[config.mk]
export PLATFORM = sky130hd
export DESIGN_NAME = rwspb_regs
export DESIGN_NICKNAME = d
export VERILOG_FILES = /design/src/rwspb_pkg.sv /design/src/rwspb_regs.sv
export SDC_FILE = /design/constraint.sdc
export NUM_CORES = 1
export LEC_CHECK = 0
export BUFFER_PORTS_ARGS = -buffer_cell sky130_fd_sc_hd__buf_4
export CORE_UTILIZATION = 55
export DETAILED_ROUTE_END_ITERATION = 6
export PLACE_DENSITY = 0.83
export SLEW_MARGIN = 10
export SYNTH_ARGS = -nofsm -noshare
export SYNTH_HDL_FRONTEND = slang
export SYNTH_SLANG_ARGS = --single-unit
[constraint.sdc]
create_clock -name i_clk_sys -period 2.4 [get_ports i_clk_sys]
set_input_delay 0.24 -clock i_clk_sys [delete_from_list [all_inputs] [get_ports i_clk_sys]]
set_output_delay 0.24 -clock i_clk_sys [all_outputs]
set_load 0.01 [all_outputs]
[src/rwspb_pkg.sv]
// Constants for the read-write scratch, pin extension and RAM self-test registers.
package rwspb_pkg;
  localparam int unsigned ADDR_W     = 8;
  localparam int unsigned DATA_W     = 8;
  localparam int unsigned PIN_N      = 4;
  localparam int unsigned FAIL_N     = 5;
  localparam logic [7:0] OFS_SCRATCH = 8'h00;
  localparam logic [7:0] OFS_PROTECT = 8'h01;
  localparam logic [7:0] OFS_PINIO   = 8'h05;
  localparam logic [7:0] OFS_SELFTST = 8'h0A;
  localparam logic [7:0] PROT_KEY    = 8'h95;
  localparam logic [7:0] RST_SCRATCH = 8'h00;
  localparam logic [7:0] RST_PINIO   = 8'h0F;
  localparam logic [7:0] RST_SELFTST = 8'h00;
  // Pin register: direction bits low nibble, value bits high nibble.
  localparam int unsigned PIN_DIR_LSB = 0;
  localparam int unsigned PIN_VAL_LSB = 4;
  // Self-test register: run bit 5, central unit fail bit 4, filter units 3..0.
  localparam int unsigned ST_RUN_BIT  = 5;
  localparam int unsigned ST_FAIL_LSB = 0;
endpackage

[src/rwspb_regs.sv]
// Scratch, pin extension and RAM self-test registers on the host microprocessor port.
`timescale 1ns/10ps
`default_nettype none
// Function
// RULE_01: Eight-bit scratch register, host read and write, resets zero, affects nothing.
// RULE_02: Scratch writes ignored while write protection is active.
// RULE_03: Direction bit 1 makes pin input, tristated; 0 drives pin as output.
// RULE_04: Input pin: reading its value bit returns the sampled pin level.
// RULE_05: Output pin: pin is driven with the last written value bit.
// RULE_06: Pin register resets to 0x0F: all inputs, value bits zero.
// RULE_07: Host writes run bit 1 to start; run reads 1 while testing.
// RULE_08: Hardware clears run bit when the self-test completes.
// RULE_09: Host trusts fail flags only once run reads 0 after a start.
// RULE_10: Central unit fail flag is 1 on RAM error, else 0.
// RULE_11: Separate fail flag per filter unit 0 to 3, 1 on error.
// RULE_12: All five fail flags are read only to the host.
// RULE_13: Self-test register resets zero; run bit written only when unprotected.
// RULE_14: Writing 0x95 releases protection, other values arm it; armed after reset.
// RULE_15: Starting a self-test clears all five fail flags.
module rwspb_regs #(
  parameter int unsigned PIN_N  = rwspb_pkg::PIN_N,
  parameter int unsigned FAIL_N = rwspb_pkg::FAIL_N
) (
  input  wire logic                          i_clk_sys,
  input  wire logic                          i_sys_rst,
  input  wire logic [rwspb_pkg::ADDR_W-1:0]  i_addr,
  input  wire logic                          i_wr,
  input  wire logic                          i_rd,
  input  wire logic [rwspb_pkg::DATA_W-1:0]  i_wdata,
  output logic      [rwspb_pkg::DATA_W-1:0]  o_rdata,
  input  wire logic [PIN_N-1:0]              i_pin_in,
  output logic      [PIN_N-1:0]              o_pin_out,
  output logic      [PIN_N-1:0]              o_pin_oe,
  output logic                               o_bist_start,
  input  wire logic                          i_bist_done,
  input  wire logic [FAIL_N-1:0]             i_bist_fail
);

  // ****************************************************************
  // State
  // ****************************************************************
  typedef struct packed {
    logic [7:0]        scratch;
    logic              unprot;
    logic [PIN_N-1:0]  dir;
    logic [PIN_N-1:0]  val;
    logic              run;
    logic [FAIL_N-1:0] fail;
    logic [PIN_N-1:0]  sync1;
    logic [PIN_N-1:0]  sync2;
    logic [7:0]        rdata;
    logic              start;
  } rwspb_state_t;

  rwspb_state_t st_r;
  rwspb_state_t st_nxt;
  logic [PIN_N-1:0] pin_view;

  // ****************************************************************
  // Next state
  // ****************************************************************
  // Input pins show the synchronised level, output pins the stored value.
  genvar g;
  generate
    for (g = 0; g < PIN_N; g++)
    begin : g_pin
      assign pin_view[g] = st_r.dir[g] ? st_r.sync2[g] : st_r.val[g]; // see RULE_04
    end
  endgenerate

  always_comb
  begin
    st_nxt       = st_r;
    st_nxt.start = 1'b0;
    st_nxt.sync1 = i_pin_in;
    st_nxt.sync2 = st_r.sync1;
    if (i_wr)
    begin
      unique case (i_addr)
        rwspb_pkg::OFS_SCRATCH:
        begin
          if (st_r.unprot)
          begin
            st_nxt.scratch = i_wdata; // see RULE_01 see RULE_02
          end
        end
        rwspb_pkg::OFS_PROTECT:
        begin
          st_nxt.unprot = (i_wdata == rwspb_pkg::PROT_KEY); // see RULE_14
        end
        rwspb_pkg::OFS_PINIO:
        begin
          st_nxt.dir = i_wdata[rwspb_pkg::PIN_DIR_LSB +: PIN_N];
          st_nxt.val = i_wdata[rwspb_pkg::PIN_VAL_LSB +: PIN_N]; // see RULE_05
        end
        rwspb_pkg::OFS_SELFTST:
        begin
          // A second start while a test runs is ignored; the engine is busy.
          if (st_r.unprot && !st_r.run && i_wdata[rwspb_pkg::ST_RUN_BIT])
          begin
            st_nxt.run   = 1'b1; // see RULE_07 see RULE_13
            st_nxt.fail  = '0; // see RULE_15
            st_nxt.start = 1'b1;
          end
        end
        default:
        begin
        end
      endcase
    end
    // Completion is taken from the engine only; host writes reach the flags only to clear them at a start.
    if (st_r.run && i_bist_done)
    begin
      st_nxt.run  = 1'b0; // see RULE_08
      st_nxt.fail = i_bist_fail; // see RULE_10 see RULE_11 see RULE_12
    end
    if (i_rd)
    begin
      unique case (i_addr)
        rwspb_pkg::OFS_SCRATCH:
        begin
          st_nxt.rdata = st_r.scratch;
        end
        rwspb_pkg::OFS_PINIO:
        begin
          st_nxt.rdata = '0;
          st_nxt.rdata[rwspb_pkg::PIN_VAL_LSB +: PIN_N] = pin_view; // see RULE_04
          st_nxt.rdata[rwspb_pkg::PIN_DIR_LSB +: PIN_N] = st_r.dir;
        end
        rwspb_pkg::OFS_SELFTST:
        begin
          st_nxt.rdata = '0;
          st_nxt.rdata[rwspb_pkg::ST_RUN_BIT] = st_r.run; // see RULE_07
          st_nxt.rdata[rwspb_pkg::ST_FAIL_LSB +: FAIL_N] = st_r.fail;
        end
        default:
        begin
          // The protection register is write only, so it reads as zero like a hole.
          st_nxt.rdata = '0;
        end
      endcase
    end
  end

  always_ff @(posedge i_clk_sys)
  begin
    if (i_sys_rst)
    begin
      st_r         <= '0;
      st_r.scratch <= rwspb_pkg::RST_SCRATCH;
      st_r.dir     <= rwspb_pkg::RST_PINIO[rwspb_pkg::PIN_DIR_LSB +: PIN_N]; // see RULE_06
      st_r.val     <= rwspb_pkg::RST_PINIO[rwspb_pkg::PIN_VAL_LSB +: PIN_N];
      st_r.run     <= rwspb_pkg::RST_SELFTST[rwspb_pkg::ST_RUN_BIT]; // see RULE_13
      st_r.fail    <= rwspb_pkg::RST_SELFTST[rwspb_pkg::ST_FAIL_LSB +: FAIL_N];
    end
    else
    begin
      st_r <= st_nxt;
    end
  end

  // ****************************************************************
  // Outputs
  // ****************************************************************
  assign o_rdata      = st_r.rdata;
  assign o_pin_oe     = ~st_r.dir; // see RULE_03
  assign o_pin_out    = st_r.val; // see RULE_05
  assign o_bist_start = st_r.start;
endmodule
`default_nettype wire

# Word-level counts from Yosys, hierarchy flattened

Cells that the tools add are included.

Word-level logic and storage cells: 42
Output and inout bits: 17
Register bits: 40
Input bits: 30

Mux-type cells: 10
Bitwise logic cells: 3
Reductions and logical operators: 15
Equal/unequal tests: 4

Operator list:

| cell               | number |
|---|---|
| $pmux 8 s3         | 1 |
| $mux 5             | 4 |
| $reduce_and 3->1   | 3 |
| $eq 8x1->1 const B | 1 |
| $eq 8x3->1 const B | 1 |
| $eq 8x4->1 const B | 1 |
| $eq 8x8->1 const B | 1 |
| $logic_not 8->1    | 1 |
| $reduce_bool 2->1  | 3 |
| $mux 1             | 5 |
| $not 4->4          | 1 |
| $reduce_and 2->1   | 2 |
| $logic_and 1x1->1  | 3 |
| $reduce_or 3->1    | 1 |
| $not 1->1          | 2 |
| $reduce_or 2->1    | 1 |
| $logic_not 1->1    | 1 |

# Longest topological paths before layout

Word-level depth: 7
Depth in mapped cells: 6
Gate-level depth less buffers: 4

# Least setup slack after synthesis

No wires, ideal clock.

Path kind: input -> register
Start: in i_addr[5] (netlist bit)
End: reg st_r (netlist bit o_rdata[6])
Arrival: 1341 ps
Path slack: 997 ps
Data required time: 2338 ps
Path buffers: 0
Stages: 3
Setup time: 62 ps
Cells stage by stage: or4_4 -> nor4b_4 -> a32o_1

Longest elaborated chain between the ends: 2
Elaborated cells between the ends (all ways): 4
Classes of those cells: eq/ne: 2; mux: 1; reduce/logical: 1

Ends and longest elaborated chain:

| what                               | RTL line          | text |
|---|---|---|
| start, declared                    | rwspb_regs.sv:26  | `input wire logic [rwspb_pkg::ADDR_W-1:0] i_addr,` |
| $eq 8x4->1 (tied with other cells) | rwspb_regs.sv:119 | `unique case (i_addr)` |
| $pmux 8 s3 (*)                     | rwspb_regs.sv:119 |  |
| end signal, assigned               | rwspb_regs.sv:158 | `st_r <= st_nxt;` |
| end, declared                      | rwspb_regs.sv:55  | `rwspb_state_t st_r;` |

Mark *: on every way between the ends. The rest lies on a longest branch, timed or not.
A chain may end at the register's enable or synchronous reset.

# Final worst setup path

Start: reg st_r[31] (netlist bit)
End: reg st_r[18] (netlist bit)

Longest elaborated chain between the ends: 4

Ends and longest elaborated chain:

| what                            | RTL line         | text |
|---|---|---|
| $logic_and 1x1->1 (2 in series) | rwspb_regs.sv:99 | `if (st_r.unprot && !st_r.run && i_wdata[rwspb_pkg::ST_RUN_BIT])` |
| $reduce_bool 2->1 (no line)     | n/a              |  |
| $reduce_and 3->1 (no line)      | n/a              |  |

Every way passes these cells.

==> flow_summary.json <==
{
  "route.detailed.drc": 4,
  "timing.rr.end": "st_r[18]",
  "violations": "DRC",
  "wl_mm": 3.64,
  "r2r-start": "st_r[31]",
  "pwr-share-seq_pct": 60.1,
  "synth_cells": 171,
  "yosys-top-cells-count": "40 x dfxtp_1, 23 x nor2_1, 17 x mux2i_1",
  "vdd_drop_max_mv": 0.392,
  "yosys_warnings": 0,
  "p_sw_w": 0.000261,
  "max_freq_mhz": 724,
  "synth_cell_type_count": 28,
  "syn2layout_area_growth_pct": 19.9,
  "wl_met2_mm": 1.77,
  "cp-start-kind": "flop",
  "num_vias": 1373,
  "antenna_found_initial": 0,
  "regArea_sq_um": 801,
  "wl_met3_microns": 259,
  "finalCriticalPeriod_ns": 1.38,
  "crit_end": "st_r[18]",
  "rsz0062_at_grt": "false",
  "setup_viol": 0,
  "hold_viol": 0,
  "multiInputGateArea_sq_um": 763,
  "hold_depth": 2,
  "initial_core_util_pct": 59.6,
  "cts-root-buf": "clkbuf_4",
  "arrival_ns": 1.63,
  "finalCoreUtilization_pct": 71.5,
  "outcome": "finished, violations left",
  "worstRegToRegCells": 4,
  "cts_tree": "yes",
  "hp-class": "in2reg",
  "dieHeight_microns": 57.6,
  "clk_pin_slew_worst_paths_ns": 0.11,
  "io_buffers": 46,
  "gp_congestion": 0.825,
  "synth-edff-count": 0,
  "fin_skew_ns": 0.00233,
  "synth.area.top_cells": "dfxtp_1 47%, mux2i_1 10%, buf_4 5.7%",
  "crit_type": "reg2reg",
  "post-route-period-util_pct": 57.6,
  "grt_pass1_wl_mm": 5.53,
  "max-cap-violations": 0,
  "p_per_area_nw_per_um2": 547,
  "htreeDepth": 2,
  "startpoint": "st_r[31]",
  "cts_made_buffers": 5,
  "ant_nets": 0,
  "wire_per_inst_microns": 15.2,
  "combPwrFrac_pct": 8.0,
  "tightestPinTransition_ns": 0.498,
  "diodes": 0,
  "rows": 19,
  "wl_met1_mm": 1.53,
  "top_layer_used": "met4",
  "viasPerCell": 5.74,
  "cts_sinks": 40,
  "post_cts_resized": 0,
  "die_w_microns": 57.6,
  "p_leak_nw": 0.975,
  "rrSetupSlack_ns": 1.02,
  "netlist_area_sq_um": 1700,
  "place_hpwl_mm": 2.83,
  "synth_ff_type": "dfxtp_1",
  "end_kind": "flop",
  "overflow": 0,
  "critPathRequiredTime_ns": 2.65,
  "cts_hold_buf": 0,
  "gr-usage-all-layers_pct": 22.8,
  "grt_max_degree": 36,
  "avgSynthCellArea_sq_um": 9.95,
  "drt-initial-drc-count": 51,
  "maxSlewViolCount": 0,
  "post_cts_buffers": 0,
  "synth_top_cell_by_area": "dfxtp_1",
  "first_pass_iters": 7,
  "clk_latency_ns": 0.35,
  "synth.most_common_cell": "dfxtp_1",
  "synth_seq_area_share_pct": 47.1,
  "worstPathMaxFanout": 5,
  "clkPwrFrac_pct": 31.9,
  "clk_path_buf_depth": 2,
  "swShare_pct": 23.4,
  "slew_headroom_pct": 66.7,
  "first_global_vias": 1275,
  "synth.net_count": 201,
  "top_level_ports": 47,
  "final_nets": 237,
  "ys_ff_latch": 40,
  "drive_above_1_share_pct": 29.3,
  "p_int_w": 0.000855,
  "synthArstFlopShare_pct": 0,
  "synth_top_area_share_pct": 47.1,
  "dieArea_sq_um": 3320,
  "fin_tns_setup_ns": 0,
  "coreArea_sq_um": 2850,
  "nFillCells": 229
}
## area by class of cell
| class | count | area share (%) |
|---|---|---|
| sequential | 40 | 39.3 |
| multi-input combinational | 108 | 37.4 |
| timing repair buffer | 48 | 17.7 |
| clock buffer | 6 | 2.52 |
| tap | 31 | 1.90 |
| inverter | 4 | 0.736 |
| clock inverter | 2 | 0.491 |
## worst min-delay path by stage
stage                   startpoint  slack [ns]          to
finish              i_bist_fail[3]         0.1    st_r[20]
global route           i_pin_in[3]        0.07  st_nxt[12]
CTS                 i_bist_fail[3]        0.09    st_r[20]
detailed placement      st_nxt[10]        0.43    st_r[10]
global placement         st_nxt[9]        0.42     st_r[9]
floorplan           i_bist_fail[0]        0.37    st_r[17]
## cells by family after synthesis
kind of cell    synth area share (%)
simple gates                    20.1
flops                           47.1
compound gates                  14.2
buf+inv                         8.09
mux                             10.0
xor+xnor                       0.515
## registers in the layout, summed over array words and instances (netlist names)
signal,cells
o_bist_start,1
o_pin_out,4
o_rdata,8
st_nxt,4
st_r,23
## critical path: stages, from the launching register on
cell      delay [ns]
dfxtp_1         0.35
and4bb_2        0.25
nand4_1         0.15
and3b_1         0.28
a22o_1          0.26
## power by group through the flow
stage	clock, W	combinational, W	sequential [W]
global route	0.000394	0.0000950	0.000672
CTS	0.000361	0.0000885	0.000671
detailed placement	0	0.0000882	0.000687
global placement	0	0.0000848	0.000686
finish	0.000356	0.0000889	0.000671
floorplan	0	0.0000361	0.000686
## routing by layer
metal | vias to the layer above | global-route usage, %
met3 | 8 | 7.59
li1 | 672 | -
met4 | 0 | 11.1
met5 | - | 0
met1 | 637 | 26.1
met2 | 56 | 38.2
## metrics by stage
step           cells  instance area (sq um)  hold WS, ns  setup slack [ns]  total power, W
2_1_floorplan    171                   1700        0.366             0.997        0.000722
3_5_place_dp     231                   1980        0.427             0.735        0.000775
6_report         239                   2040       0.0951              1.02         0.00112
4_1_cts          239                   2040       0.0869              1.02         0.00112
3_3_place_gp     231                   1980        0.420             0.808        0.000771
5_1_grt          239                   2040       0.0731             0.952         0.00116
## cells in the final DEF (no fill, tap or decap), types with 3 or more instances in the layout
| master | instances |
|---|---|
| a22o_1 | 11 |
| buf_4 | 48 |
| clkbuf_4 | 5 |
| mux2i_1 | 17 |
| nand2_1 | 5 |
| nor2_1 | 23 |
| dfxtp_1 | 40 |
| inv_1 | 4 |
| nor2b_1 | 9 |
| a22oi_1 | 7 |
| a21oi_1 | 5 |
| nand4_1 | 3 |
| nor3_1 | 5 |
| o22ai_1 | 6 |
(Power assumes the default switching activity.)
